--- config.mk ---
export PLATFORM = sky130hd
export DESIGN_NAME = dmx_exec
export DESIGN_NICKNAME = d
export VERILOG_FILES = /design/src/hw/dmx_pkg.sv /design/src/hw/dmx_core_if.sv /design/src/hw/dmx_addr_resolve.sv /design/src/hw/dmx_phase_seq.sv /design/src/hw/dmx_exec.sv
export SDC_FILE = /design/constraint.sdc
export NUM_CORES = 1
export LEC_CHECK = 0
export ABC_AREA = 1
export BUFFER_PORTS_ARGS = -buffer_cell sky130_fd_sc_hd__buf_4
export CAP_MARGIN = 20
export CORE_MARGIN = 3
export CORE_UTILIZATION = 57
export DETAILED_ROUTE_END_ITERATION = 6
export PLACE_DENSITY = 0.81
export RECOVER_POWER = 100
export SETUP_SLACK_MARGIN = 0.4
export SLEW_MARGIN = 25
export SYNTH_ARGS = -nofsm -noshare
export SYNTH_HDL_FRONTEND = slang
export SYNTH_SLANG_ARGS = --single-unit
--- constraint.sdc ---
create_clock -name pclk -period 2.4 [get_ports pclk]
set_clock_uncertainty 0.2 [all_clocks]
set_input_delay 0.12 -clock pclk [delete_from_list [all_inputs] [get_ports pclk]]
set_output_delay 0.12 -clock pclk [all_outputs]
set_load 0.1 [all_outputs]
--- src/hw/dmx_pkg.sv ---
// shared constants, types and opcode decode for the data-move execution block
package dmx_pkg;
  // register byte offsets on the bus
  localparam logic [7:0] OFS_CTRL   = 8'h00;
  localparam logic [7:0] OFS_INSTR  = 8'h04;
  localparam logic [7:0] OFS_WORK   = 8'h08;
  localparam logic [7:0] OFS_BANK   = 8'h0C;
  localparam logic [7:0] OFS_STATUS = 8'h10;
  localparam logic [7:0] OFS_INDEX  = 8'h14;
  // field positions
  localparam int CTRL_EXT_EN = 0;
  localparam int ST_BUSY     = 0;
  localparam int ST_WAIT2    = 1;
  localparam int ST_ZERO     = 2;
  localparam int ST_NEG      = 3;
  localparam int ST_BAD      = 4;
  // reset values
  localparam logic        RST_EXT_EN = 1'b0;
  localparam logic [7:0]  RST_WORK   = 8'h00;
  localparam logic [7:0]  RST_BANK   = 8'h00;
  localparam logic [11:0] RST_INDEX  = 12'h000;
  // addressing constants
  localparam logic [7:0]  IDX_LIMIT  = 8'h5F;
  localparam logic [7:0]  ACC_SPLIT  = 8'h60;
  localparam logic [3:0]  ACC_HIGH   = 4'hF;
  localparam logic [3:0]  ACC_LOW    = 4'h0;
  localparam logic [11:0] WORK_ADDR  = 12'hFE0;
  // opcode prefixes
  localparam logic [5:0]  PFX_FILE_TO_DEST = 6'h14;
  localparam logic [3:0]  PFX_FF_SRC       = 4'hC;
  localparam logic [3:0]  PFX_FF_DST       = 4'hF;
  localparam logic [7:0]  PFX_BANK_LIT     = 8'h01;
  localparam logic [7:0]  PFX_WORK_LIT     = 8'h0E;
  localparam logic [6:0]  PFX_WORK_TO_FILE = 7'h37;

  // instruction phases, gray from idle to write; the step from write back to idle changes two bits
  typedef enum logic [2:0] {
    PH_IDLE    = 3'b000,
    PH_DECODE  = 3'b001,
    PH_READ    = 3'b011,
    PH_PROCESS = 3'b010,
    PH_WRITE   = 3'b110
  } dmx_phase_type;

  // decoded operations
  typedef enum logic [2:0] {
    OP_NONE,
    OP_MOVE_FILE_TO_DEST,
    OP_FILE_TO_FILE_SRC,
    OP_FILE_TO_FILE_DST,
    OP_LOAD_BANK_SELECT_LITERAL,
    OP_LOAD_LITERAL_TO_WORK,
    OP_MOVE_WORK_TO_FILE
  } dmx_op_type;

  // classify one program word
  function automatic dmx_op_type dmx_decode(input logic [15:0] word);
    dmx_op_type op;
    op = OP_NONE;
    if (word[15:10] == PFX_FILE_TO_DEST)
      op = OP_MOVE_FILE_TO_DEST;
    else if (word[15:12] == PFX_FF_SRC)
      op = OP_FILE_TO_FILE_SRC;
    else if (word[15:12] == PFX_FF_DST)
      op = OP_FILE_TO_FILE_DST;
    else if (word[15:8] == PFX_BANK_LIT)
      op = OP_LOAD_BANK_SELECT_LITERAL;
    else if (word[15:8] == PFX_WORK_LIT)
      op = OP_LOAD_LITERAL_TO_WORK;
    else if (word[15:9] == PFX_WORK_TO_FILE)
      op = OP_MOVE_WORK_TO_FILE;
    return op;
  endfunction
endpackage

--- src/hw/dmx_core_if.sv ---
// internal carrier between the executor, its address resolver and phase sequencer
interface dmx_core_if;
  logic [7:0]            file_sel;
  logic                  access_sel;
  logic                  ext_en;
  logic [3:0]            bank;
  logic [11:0]           index_base;
  logic [11:0]           addr;
  logic                  start;
  dmx_pkg::dmx_phase_type phase;

  modport resolver (input file_sel, access_sel, ext_en, bank, index_base, output addr);
  modport sequencer (input start, output phase);
  modport core (output file_sel, access_sel, ext_en, bank, index_base, start, input addr, phase);
endinterface

--- src/hw/dmx_addr_resolve.sv ---
// turns an 8-bit file operand into a 12-bit data-space address
module dmx_addr_resolve (
  dmx_core_if.resolver rif
);
  // indexed literal offset, access bank or banked operand
  always_comb
  begin
    if (!rif.access_sel && rif.ext_en && rif.file_sel <= dmx_pkg::IDX_LIMIT)
    begin
      rif.addr = 12'(rif.index_base + {4'h0, rif.file_sel});
    end
    else if (!rif.access_sel)
      rif.addr = (rif.file_sel < dmx_pkg::ACC_SPLIT) ? {dmx_pkg::ACC_LOW, rif.file_sel}
                                                     : {dmx_pkg::ACC_HIGH, rif.file_sel};
    else
      rif.addr = {rif.bank, rif.file_sel};
  end
endmodule

--- src/hw/dmx_phase_seq.sv ---
// steps one instruction cycle through its four phases
module dmx_phase_seq (
  input  wire logic    pclk,
  input  wire logic    presetn,
  dmx_core_if.sequencer sif
);
  typedef struct packed {
    dmx_pkg::dmx_phase_type phase;
  } dmx_seq_state_type;

  dmx_seq_state_type s_reg;
  dmx_seq_state_type s_next;

  // decode, read, process, write, then back to idle
  always_comb
  begin
    s_next = s_reg;
    case (s_reg.phase)
      dmx_pkg::PH_IDLE:    s_next.phase = sif.start ? dmx_pkg::PH_DECODE : dmx_pkg::PH_IDLE;
      dmx_pkg::PH_DECODE:  s_next.phase = dmx_pkg::PH_READ;
      dmx_pkg::PH_READ:    s_next.phase = dmx_pkg::PH_PROCESS;
      dmx_pkg::PH_PROCESS: s_next.phase = dmx_pkg::PH_WRITE;
      default:             s_next.phase = dmx_pkg::PH_IDLE;
    endcase
  end

  // state register
  always_ff @(posedge pclk or negedge presetn)
  begin
    if (!presetn)
      s_reg <= '{phase: dmx_pkg::PH_IDLE};
    else
      s_reg <= s_next;
  end

  assign sif.phase = s_reg.phase;
endmodule

--- src/hw/dmx_exec.sv ---
// data-move instruction executor with its bus register file
module dmx_exec (
  // clock and reset
  input  wire logic        pclk,
  input  wire logic        presetn,
  // register bus
  input  wire logic        psel,
  input  wire logic        penable,
  input  wire logic        pwrite,
  input  wire logic [7:0]  paddr,
  input  wire logic [31:0] pwdata,
  output logic [31:0]      prdata,
  output logic             pready,
  output logic             pslverr,
  // data memory and special registers
  output logic [11:0]      mem_addr,
  output logic             mem_rd_en,
  input  wire logic [7:0]  mem_rdata,
  output logic             mem_wr_en,
  output logic [7:0]       mem_wdata
);
  typedef struct packed {
    // software-visible registers
    logic                   ext_en;
    logic [7:0]             work;
    logic [7:0]             bank;
    logic [11:0]            index_base;
    // status flags
    logic                   neg;
    logic                   zero;
    logic                   bad;
    // instruction in flight
    logic [15:0]            instr;
    logic                   start;
    logic                   busy;
    logic                   wait2;
    dmx_pkg::dmx_op_type    op;
    logic [11:0]            target;
    logic [7:0]             data;
    // memory port
    logic [11:0]            mem_addr;
    logic [7:0]             mem_wdata;
    logic                   mem_re;
    logic                   mem_we;
    // bus answer
    logic                   ack;
    logic [31:0]            prdata;
    logic                   pslverr;
  } dmx_exec_state_type;

  // registered state and its next value
  dmx_exec_state_type s_reg;
  dmx_exec_state_type s_next;
  // carrier toward the resolver and the sequencer
  dmx_core_if         cif ();
  // bus decode results
  dmx_pkg::dmx_op_type new_op;
  logic               hit;
  logic               refuse;
  logic               word_ok;
  logic               commit;
  logic [31:0]        rd_val;

  // the work register has a data-space address but lives in this block
  function automatic logic is_work_addr(input logic [11:0] addr);
    return addr == dmx_pkg::WORK_ADDR;
  endfunction

  // both words of the file-to-file move carry a full 12-bit address
  function automatic logic is_pair_op(input dmx_pkg::dmx_op_type op);
    return (op == dmx_pkg::OP_FILE_TO_FILE_SRC) || (op == dmx_pkg::OP_FILE_TO_FILE_DST);
  endfunction

  // operations that fetch their operand through the memory port
  function automatic logic reads_memory(input dmx_pkg::dmx_op_type op, input logic [11:0] addr);
    return (op == dmx_pkg::OP_MOVE_FILE_TO_DEST) || (op == dmx_pkg::OP_FILE_TO_FILE_SRC && !is_work_addr(addr));
  endfunction

  // status flags packed into one bus word
  function automatic logic [31:0] status_word(input dmx_exec_state_type st);
    logic [31:0] w;
    w                    = 32'h0000_0000;
    w[dmx_pkg::ST_BUSY]  = st.busy;
    w[dmx_pkg::ST_WAIT2] = st.wait2;
    w[dmx_pkg::ST_ZERO]  = st.zero;
    w[dmx_pkg::ST_NEG]   = st.neg;
    w[dmx_pkg::ST_BAD]   = st.bad;
    return w;
  endfunction

  // operand address resolution
  dmx_addr_resolve u_resolve (
    .rif (cif.resolver)
  );

  // phase sequencer
  dmx_phase_seq u_seq (
    .pclk    (pclk),
    .presetn (presetn),
    .sif     (cif.sequencer)
  );

  // operand fields toward the resolver
  // the resolver reads the stored word, so bus traffic cannot disturb a running move
  assign cif.file_sel   = s_reg.instr[7:0];
  assign cif.access_sel = s_reg.instr[8];
  assign cif.ext_en     = s_reg.ext_en;
  assign cif.bank       = s_reg.bank[3:0];
  assign cif.index_base = s_reg.index_base;
  assign cif.start      = s_reg.start;

  // address decode and read mux
  // an unmapped offset reads zero and raises the error flag
  always_comb
  begin
    hit    = 1'b1;
    rd_val = 32'h0000_0000;
    case (paddr)
      dmx_pkg::OFS_CTRL:   rd_val[dmx_pkg::CTRL_EXT_EN] = s_reg.ext_en;
      dmx_pkg::OFS_INSTR:  rd_val[15:0] = s_reg.instr;
      dmx_pkg::OFS_WORK:   rd_val[7:0] = s_reg.work;
      dmx_pkg::OFS_BANK:   rd_val[7:0] = s_reg.bank;
      dmx_pkg::OFS_INDEX:  rd_val[11:0] = s_reg.index_base;
      dmx_pkg::OFS_STATUS: rd_val = status_word(s_reg);
      default:             hit = 1'b0;
    endcase
  end

  // writes are refused at unmapped offsets and, except at the status offset, while an instruction runs
  assign refuse  = !hit || (pwrite && s_reg.busy && paddr != dmx_pkg::OFS_STATUS);
  // the incoming word is classified while it still stands on the bus
  assign new_op  = dmx_pkg::dmx_decode(pwdata[15:0]);
  // a second word must follow a pending first word and only then, and unknown words are refused
  assign word_ok = (s_reg.wait2 == (new_op == dmx_pkg::OP_FILE_TO_FILE_DST))
                && (new_op != dmx_pkg::OP_NONE);
  // a write lands at the edge that ends its ready cycle, unless it was refused when latched
  assign commit  = s_reg.ack && pwrite && !s_reg.pslverr;

  // bus slave and instruction execution
  // writes other than to status are refused while busy, so the bus and phase branches never touch one field in one cycle
  always_comb
  begin
    s_next = s_reg;
    s_next.start = 1'b0;
    // bus: first access cycle latches the answer, second completes it
    if (psel && penable && !s_reg.ack)
    begin
      // latch read data and the refusal, answer in the next cycle
      s_next.ack     = 1'b1;
      s_next.prdata  = pwrite ? 32'h0000_0000 : rd_val;
      s_next.pslverr = refuse;
    end
    else if (s_reg.ack)
    begin
      // ready cycle: drop the answer and apply a write that was not refused
      s_next.ack     = 1'b0;
      s_next.pslverr = 1'b0;
      if (commit)
      begin
        // narrow registers keep only their low bits
        case (paddr)
          dmx_pkg::OFS_CTRL:  s_next.ext_en = pwdata[dmx_pkg::CTRL_EXT_EN];
          dmx_pkg::OFS_WORK:  s_next.work = pwdata[7:0];
          dmx_pkg::OFS_BANK:  s_next.bank = {4'h0, pwdata[3:0]};
          dmx_pkg::OFS_INDEX: s_next.index_base = pwdata[11:0];
          dmx_pkg::OFS_INSTR:
          begin
            // a misplaced or unknown word flags bad and drops any pending pair
            if (!word_ok)
            begin
              s_next.bad   = 1'b1;
              s_next.wait2 = 1'b0;
            end
            else
            begin
              // accept: latch the word and start its cycle
              s_next.instr = pwdata[15:0];
              s_next.start = 1'b1;
              s_next.busy  = 1'b1;
              s_next.bad   = 1'b0;
              s_next.wait2 = 1'b0;
            end
          end
          default: s_next.bad = s_reg.bad;
        endcase
      end
    end

    // instruction phases
    case (cif.phase)
      // decode: resolve the operand and ask memory for it when needed
      dmx_pkg::PH_DECODE:
      begin
        s_next.op     = dmx_pkg::dmx_decode(s_reg.instr);
        s_next.target = cif.addr;
        // pair words carry a full address and skip bank resolution
        if (is_pair_op(s_next.op))
          s_next.target = s_reg.instr[11:0];
        s_next.mem_addr = s_next.target;
        // fetch the operand for a move from file, and for a pair source unless it is the work register kept here
        s_next.mem_re = reads_memory(s_next.op, s_next.target);
      end
      // read: the strobe stands one cycle only
      dmx_pkg::PH_READ:
      begin
        s_next.mem_re = 1'b0;
      end
      // process: take the operand and line up the write
      dmx_pkg::PH_PROCESS:
      begin
        case (s_reg.op)
          // write back only when the direction bit asks for it
          dmx_pkg::OP_MOVE_FILE_TO_DEST:
          begin
            s_next.data = mem_rdata;
            s_next.mem_we = s_reg.instr[9];
          end
          dmx_pkg::OP_FILE_TO_FILE_SRC:
            s_next.data = is_work_addr(s_reg.target) ? s_reg.work : mem_rdata;
          dmx_pkg::OP_FILE_TO_FILE_DST:
            s_next.mem_we = !is_work_addr(s_reg.target);
          dmx_pkg::OP_MOVE_WORK_TO_FILE:
          begin
            s_next.data   = s_reg.work;
            s_next.mem_we = 1'b1;
          end
          default:
            s_next.data = s_reg.instr[7:0]; // literal operand
        endcase
        s_next.mem_wdata = s_next.data;
        s_next.mem_addr  = s_reg.target;
      end
      // write: land the result and free the instruction slot
      dmx_pkg::PH_WRITE:
      begin
        s_next.mem_we = 1'b0;
        s_next.busy   = 1'b0;
        case (s_reg.op)
          dmx_pkg::OP_MOVE_FILE_TO_DEST:
          begin
            if (!s_reg.instr[9])
              s_next.work = s_reg.data;
            s_next.neg  = s_reg.data[7];
            s_next.zero = (s_reg.data == 8'h00);
          end
          dmx_pkg::OP_FILE_TO_FILE_SRC:
            s_next.wait2 = 1'b1;
          // a work destination never reaches the memory port
          dmx_pkg::OP_FILE_TO_FILE_DST:
            if (is_work_addr(s_reg.target))
              s_next.work = s_reg.data;
          dmx_pkg::OP_LOAD_BANK_SELECT_LITERAL:
            s_next.bank = {4'h0, s_reg.data[3:0]};
          dmx_pkg::OP_LOAD_LITERAL_TO_WORK:
            s_next.work = s_reg.data;
          default:
            s_next.work = s_reg.work;
        endcase
      end
      // idle: keep the memory port quiet
      default:
      begin
        s_next.mem_we = 1'b0;
      end
    endcase
  end

  // state register
  always_ff @(posedge pclk or negedge presetn)
  begin
    if (!presetn)
    begin
      // constants only: clear every field, then load the reset values
      s_reg            <= '0;
      s_reg.ext_en     <= dmx_pkg::RST_EXT_EN;
      s_reg.work       <= dmx_pkg::RST_WORK;
      s_reg.bank       <= dmx_pkg::RST_BANK;
      s_reg.index_base <= dmx_pkg::RST_INDEX;
      s_reg.op         <= dmx_pkg::OP_NONE;
    end
    else
      s_reg <= s_next;
  end

  // outputs, each from a flip-flop except pslverr, an AND of two
  // pslverr is masked so it never stands without pready
  assign prdata    = s_reg.prdata;
  assign pready    = s_reg.ack;
  assign pslverr   = s_reg.ack & s_reg.pslverr;
  assign mem_addr  = s_reg.mem_addr;
  assign mem_rd_en = s_reg.mem_re;
  assign mem_wr_en = s_reg.mem_we;
  assign mem_wdata = s_reg.mem_wdata;
endmodule

# Word level (Yosys, flattened, before mapping)
# Index checks and enable logic that the tools add are counted.
[totals]
n_memories = 0
inputBits = 53
ramBits = 0
output_inout_bits = 56
ff_bits = 125
latch_bits = 0
romBits = 0
elab_cells = 161
[classes]
n_mul = 0
shift = 0
order_cmp = 2
reduce_logical = 41
n_div = 0
n_bitwise = 4
n_mux = 54
add_sub_neg = 1
n_eq_ne = 38
[ops]
columns = ["cell", "count"]
rows = [
  ["28-bit two-way mux", 3],
  ["12-bit two-way mux", 6],
  ["8-bit case mux with 4 select lines", 2],
  ["3-bit two-way mux", 17],
  ["8-bit two-way mux", 6],
  ["7-bit case mux with 5 select lines", 1],
  ["8-bit by 4-bit == test with 1-bit output (second input constant)", 4],
  ["16-bit two-way mux", 2],
  ["12-bit == test (second input constant)", 2],
  ["12-bit case mux with 2 select lines", 1],
  ["3-bit by 2-bit == test with 1-bit output (second input constant)", 7],
  ["4-bit == test (second input constant)", 4],
  ["8-bit by 1-bit == test with 1-bit output (second input constant)", 2],
  ["8-bit by 5-bit == test with 1-bit output (second input constant)", 2],
  ["8-bit zero test", 2],
  ["7-bit by 6-bit == test with 1-bit output (second input constant)", 2],
  ["2-bit nonzero test", 7],
  ["12-bit by 8-bit adder with 12-bit output", 1],
  ["3-bit == test (second input constant)", 4],
  ["6-bit by 5-bit == test with 1-bit output (second input constant)", 2],
  ["3-bit case mux with 4 select lines", 1],
  ["4-bit AND reduction", 3],
  ["1-bit logical AND", 10],
  ["5-bit AND reduction", 2],
  ["25 further kinds", 47],
]

# Depth between registers and ports, before layout
[logic_depth]
ltp_word = 17
depth_mapped = 16
mapped_depth_nobuf = 16

# Hierarchy
# A second synthesis with hierarchy kept.
[hier_totals]
hier_cells = 908
hier_area_um2 = 6825.3
[by_module_without_submodules]
columns = ["module", "seq_area_each_um2", "cells_each", "instances", "area_per_inst_um2"]
rows = [
  ["dmx_exec", 2652.5, 757, 1, 5965.7],
  ["dmx_addr_resolve", 0.0, 139, 1, 748.2],
  ["dmx_phase_seq", 75.1, 12, 1, 111.4],
]

# Worst setup path after synthesis
# Ideal clock, no wire load.
[synth_timing]
path_kind = "flip-flop to flip-flop"
startpoint = "register s_reg, in the netlist pready"
endpoint = "register s_reg, in the netlist cif.access_sel"
synth_period_minus_slack_ns = 2.356
setup_time_ns = 0.121
slack_ns = 0.044
n_path_buf = 1
stages_incl_launch_ff = 11
t_required_ns = 2.079
t_arrival_ns = 2.035
cell_sequence = "dfrtp_1 inv_1 nor2_1 nand2_1 inv_2 nand4_1 a21oi_1 nand2_1 clkbuf_1 nand2_1 o21ai_1"
[synth_between]
elab_chain_cells = 4
elab_cells_between_ends = 6
cone_classes = "1 x bitwise; 5 x reduce/logical"
[synth_rtl]
columns = ["item", "line_no", "rtl"]
rows = [
  ["start: declaration", "dmx_exec.sv:52", "dmx_exec_state_type s_reg;"],
  ["start signal: assignment", "dmx_exec.sv:282", "s_reg <= s_next;"],
  ["1-bit zero test", "dmx_exec.sv:146", "if (psel && penable && !s_reg.ack)"],
  ["1-bit logical AND", "dmx_exec.sv:146", ""],
  ["1-bit inverter (no source line)", "-", ""],
  ["5-bit AND reduction (no source line) *", "-", ""],
]
# Mark *: on every way between the ends. The rest lies on a longest branch, timed or not.
# A chain may end at the register's enable or synchronous reset.

# Final worst setup path
[layout_timing]
startpoint = "input paddr[1]"
endpoint = "register s_reg, in the netlist prdata[5]"
[layout_between]
elab_chain_cells = 3
elab_cells_between_ends = 7
cone_classes = "5 x eq/ne; 2 x mux"
[layout_rtl]
columns = ["item", "line_no", "rtl"]
rows = [
  ["start: declaration", "dmx_exec.sv:10", "input wire logic [7:0] paddr,"],
  ["8-bit by 5-bit == test with 1-bit output (tied with other cells)", "dmx_exec.sv:118", "case (paddr)"],
  ["7-bit case mux with 5 select lines *", "dmx_exec.sv:118", ""],
  ["16-bit two-way mux *", "dmx_exec.sv:150", "s_next.prdata = pwrite ? 32'h0000_0000 : rd_val;"],
]
# Marked as above.

==> run summary <==
The peak fanout along the critical path came out at 12. The via count normalized by instance count is 5.90. After synthesis, the share of cell area in mux cells is 0%.

The run finished with clean final reports. The final critical delay including setup and external delays came out at roughly 2.3 ns. Yosys printed 0 warnings. The total inserted antenna cells came out at 0. The area fraction of the dominant cell type after synthesis came out at a little over two fifths. The worst setup path is captured at a flip-flop. The number of antenna-violating nets in the routed design came out at 0. CTS built an H-tree with a depth of 3.

The mapped netlist covers ~6500 um2. The buffer and inverter count on the worst path is 3. The async set or reset register ratio after synthesis is 100%. The total global routing track utilization is 29.8%.

The cell type contributing the most total cell area after synthesis is sky130_fd_sc_hd__dfrtp_1. The signal on the critical path passes through buf_4, nor2_2, inv_1, nor3_1, nand2_1, nand4_1, inv_2, nor2_1, o31ai_1, nand2_1. The count of clock tree sinks came out at around 110. The site row count came out at 38. After layout, the worst path uses 94.9% of the clock period.

Setup violations remaining at the end of the flow were counted as 0. The floorplan die area is 12700 um2. The flip-flop count of the largest register after layout is 40. After the first detailed-routing iteration, the DRC count stood at between 700 and 800. The worst setup path is of the in2reg kind. The xor-xnor portion of the synthesized cell area came out at less than 1%. The pre-CTS setup slack is 0.0914 ns. The worst relative slew slack is between 20% and 30%. The final max-slew violation count is 0. The number of flops mapped to enable cells by yosys is 0. The number of stages on the worst hold path is 6.

TritonCTS built the clock tree. The launching element type of the critical path is an input pin. Among all flip-flop cells after synthesis, the most frequent one is sky130_fd_sc_hd__dfrtp_1. The synthesized area divided by synthesized cell count is slightly below 8 um2. Setup repair after global routing could not meet its margin everywhere.

The count of vias placed by the detailed router came out at 6459. The combinational family with the most area after synthesis is simple AND/OR/NAND/NOR gates. The root cell of the clock tree is sky130_fd_sc_hd__clkbuf_16. Counting distinct cell types in the post-synthesis netlist gives 48. The synthesized netlist devotes 16.3% of its cell area to compound gates. The met3 layer usage reported by global route came out at approximately a tenth.

The wire length of the first global-routing pass came out at 29.9 mm. The total iterations of the first detailed-routing run is 5. The synthesized-area fraction occupied by and/or/nand/nor cells came out at 23.5%. The upper clock frequency limit is 0.439 GHz.

The number of max-cap violations is 0. After technology mapping, the gate count stands at 841. The number of hold-slack violations in the final timing report came to 0. The largest net degree at the start of global routing is 55. The cell area power density came out at 586 nW/um2.

The routed wirelength normalized by instance count came out at 18.3 um. The arrival time reported for the critical path endpoint is 2.37 ns. The most frequent cell on the critical path is sky130_fd_sc_hd__nand2_1.

Total power for the finished layout comes to 4.59 mW. The clock latency at the later pin of the worst-skew pair came out at 0.35 ns. Cells with a size suffix above 1 make up a little under a fifth of the layout. After Yosys synthesis, full adders, half adders and majority gates account for 1.86% of the synthesized area. The gate family responsible for the most delay along the worst path is simple AND/OR/NAND/NOR gates. The via count of the first global-routing pass is 5961. In this run, CTS created clock tree buffers numbering 9. Relative to the synthesized area, the layout overhead comes to 21.1%. The critical path runs through a total of 10 cells. In the post-synthesis netlist, the biggest area contributors are sky130_fd_sc_hd__dfrtp_1, sky130_fd_sc_hd__nand2_1, sky130_fd_sc_hd__inv_1, sky130_fd_sc_hd__buf_4, sky130_fd_sc_hd__o21ai_1.

After global routing the overflow that remains totals 0. The initial cell density of the core came out at 58.8%. The overall die width is 112 um. The post-DP HPWL came out at 13.1 mm.

The final worst setup slack is 0.121 ns. The sequential area share after synthesis is 42.2%. met2 is the most crowded layer. In this run the worst hold path is classified as in2reg. Global routing consumed, on the met2 layer, between 50% and 60% of the routing resources. The initial antenna violation count came out at 0. The total area inside the core boundary comes to ~11000 um2.

The final-stage net count is 1012. The cell depth of the worst flop-to-flop path came out at 15. For this run, design rule violations remaining after detail routing come to 0. The number of fillers in the final layout came out at 842. Global routing used between 30% and 40% of the available met1 tracks.

The maximum ir drop on the vdd rail is 0.00127 V. The total wirelength of the detailed-routed design came out at between 20 and 25 mm. The total of buffers placed on input and output ports came out at 76. The cell at the slowest stage of the critical path is sky130_fd_sc_hd__nor3_1.

The maximum count of clock buffers along a single path came out at 2. The last weighted congestion value of the routability-driven placer came out at 0.998. The boundary pin count is 109. The flip-flop and latch count after synthesis came out at 109.

The clock slew seen by the registers of the worst setup and hold paths came out at 0.07 ns. At the pin with the least slew margin, the transition time is 1.20 ns. The static leakage power is roughly 3.8 nW. The required time of the critical path came out at 2.50 ns. In this run the vertical extent of the chip is 112 um. The longest individual stage delay on the worst path came out at 0.59 ns.
-- tightest hold or removal path: stages --
cell,delay [ns]
sky130_fd_sc_hd__buf_4,0.08
sky130_fd_sc_hd__nor2_2,0.04
sky130_fd_sc_hd__nand2_1,0.07
sky130_fd_sc_hd__nor2_1,0.08
sky130_fd_sc_hd__nand3_1,0.09
sky130_fd_sc_hd__o21ai_0,0.07
-- layer usage --
metal / wire [um] / part of all wire, % / up-vias
met1: 7500 / 37 / 3084
met2: 9620 / 48 / 362
met4: 960 / 4.8 / 0
li1: - / - / 2924
met3: 1950 / 9.7 / 89
met5: 0 / 0 / -
-- logic make-up after synthesis --
logic type / after synthesis
other cells: 1
buf+inv: 213
xor+xnor: 3
simple gates: 330
flops: 109
fa+ha+maj: 9
compound gates: 176
-- placed cells by master, fill, tap and decap left out, drive strengths merged, types with 5 or more instances in the layout --
cell and count:
inv 147, clkbuf 68, o211ai 15, a21oi 24
nor2 48, conb 16, buf 62, nand3 47
o21ai 85, a22o 5, o22ai 29, nand4 14
nor4 8, nand2 193, dfrtp 109, dlygate4sd3 29
nor3 16, ha 8
-- report_power, final --
part | internal (mW) | switching [mW] | total (mW)
logic | 0.194 | 0.863 | 1.06
registers | 1.91 | 0.103 | 2.02
clock network | 0.836 | 0.674 | 1.51
total | 2.95 | 1.64 | 4.59
-- synthesized netlist by cell type (4+ instances only) --
library cell	instances
sky130_fd_sc_hd__dfrtp_1	109
sky130_fd_sc_hd__nand2_1	187
sky130_fd_sc_hd__nand3b_1	4
sky130_fd_sc_hd__inv_1	130
sky130_fd_sc_hd__a32o_1	4
sky130_fd_sc_hd__a22o_1	5
sky130_fd_sc_hd__buf_2	4
sky130_fd_sc_hd__nor3_1	13
sky130_fd_sc_hd__ha_1	8
sky130_fd_sc_hd__nor4_1	8
sky130_fd_sc_hd__clkbuf_1	7
sky130_fd_sc_hd__a21oi_1	22
sky130_fd_sc_hd__buf_4	53
sky130_fd_sc_hd__inv_2	15
sky130_fd_sc_hd__o211ai_1	13
sky130_fd_sc_hd__nand3_1	44
sky130_fd_sc_hd__o21ai_0	37
sky130_fd_sc_hd__o21ai_1	47
sky130_fd_sc_hd__nor2_2	4
sky130_fd_sc_hd__nor2_1	40
sky130_fd_sc_hd__nand4_1	14
sky130_fd_sc_hd__o22ai_1	29
-- per-stage QoR --
step / util (%) / TNS, ns / hold slack [ns] / instance area [um2] / std cells
floorplan: - / 0 / -0.376 / 6530 / 856
global placement: 63.3 / 0 / -0.0732 / 6960 / 1022
detailed placement: 63.3 / 0 / -0.0709 / 6960 / 1022
CTS: 70.8 / 0 / 0.0283 / 7770 / 1077
global route: 71.3 / -0.0234 / 0.110 / 7830 / 1094
finish: 71.3 / 0 / 0.0453 / 7830 / 1094
-- worst paths after layout --
check                              end  slack, ns       startpoint
min reg2reg                  prdata[5]       0.28        prdata[5]
min in group asynchronous  mem_addr[3]       0.27          presetn
min                         cif.ext_en       0.05         paddr[0]
max reg2reg                  mem_rd_en       0.13  cif.file_sel[0]
max                          prdata[5]       0.12         paddr[1]
max in group asynchronous   cif.ext_en       0.34          presetn
-- timing repair --
action | 4_1_cts | 5_1_grt
setup buffers | 11 | 14
endpoints found under the hold margin | 112 | 1
resized for setup | 28 | 76
setup endpoints to repair | 43 | 78
cloned | 0 | 3
hold buffers | 29 | 1
pin swaps | 16 | 22
-- final cells by class --
type	count	area (um2)	share of cell area [%]
Clock buffer	12	246	3.15
Clock inverter	3	43.8	0.560
Inverter	148	563	7.19
Multi-Input combinational cell	535	3030	38.8
Sequential cell	109	2740	35.0
Tap cell	140	175	2.24
Timing Repair Buffer	147	1030	13.1
Note: power is estimated with default switching activity, not from simulation.
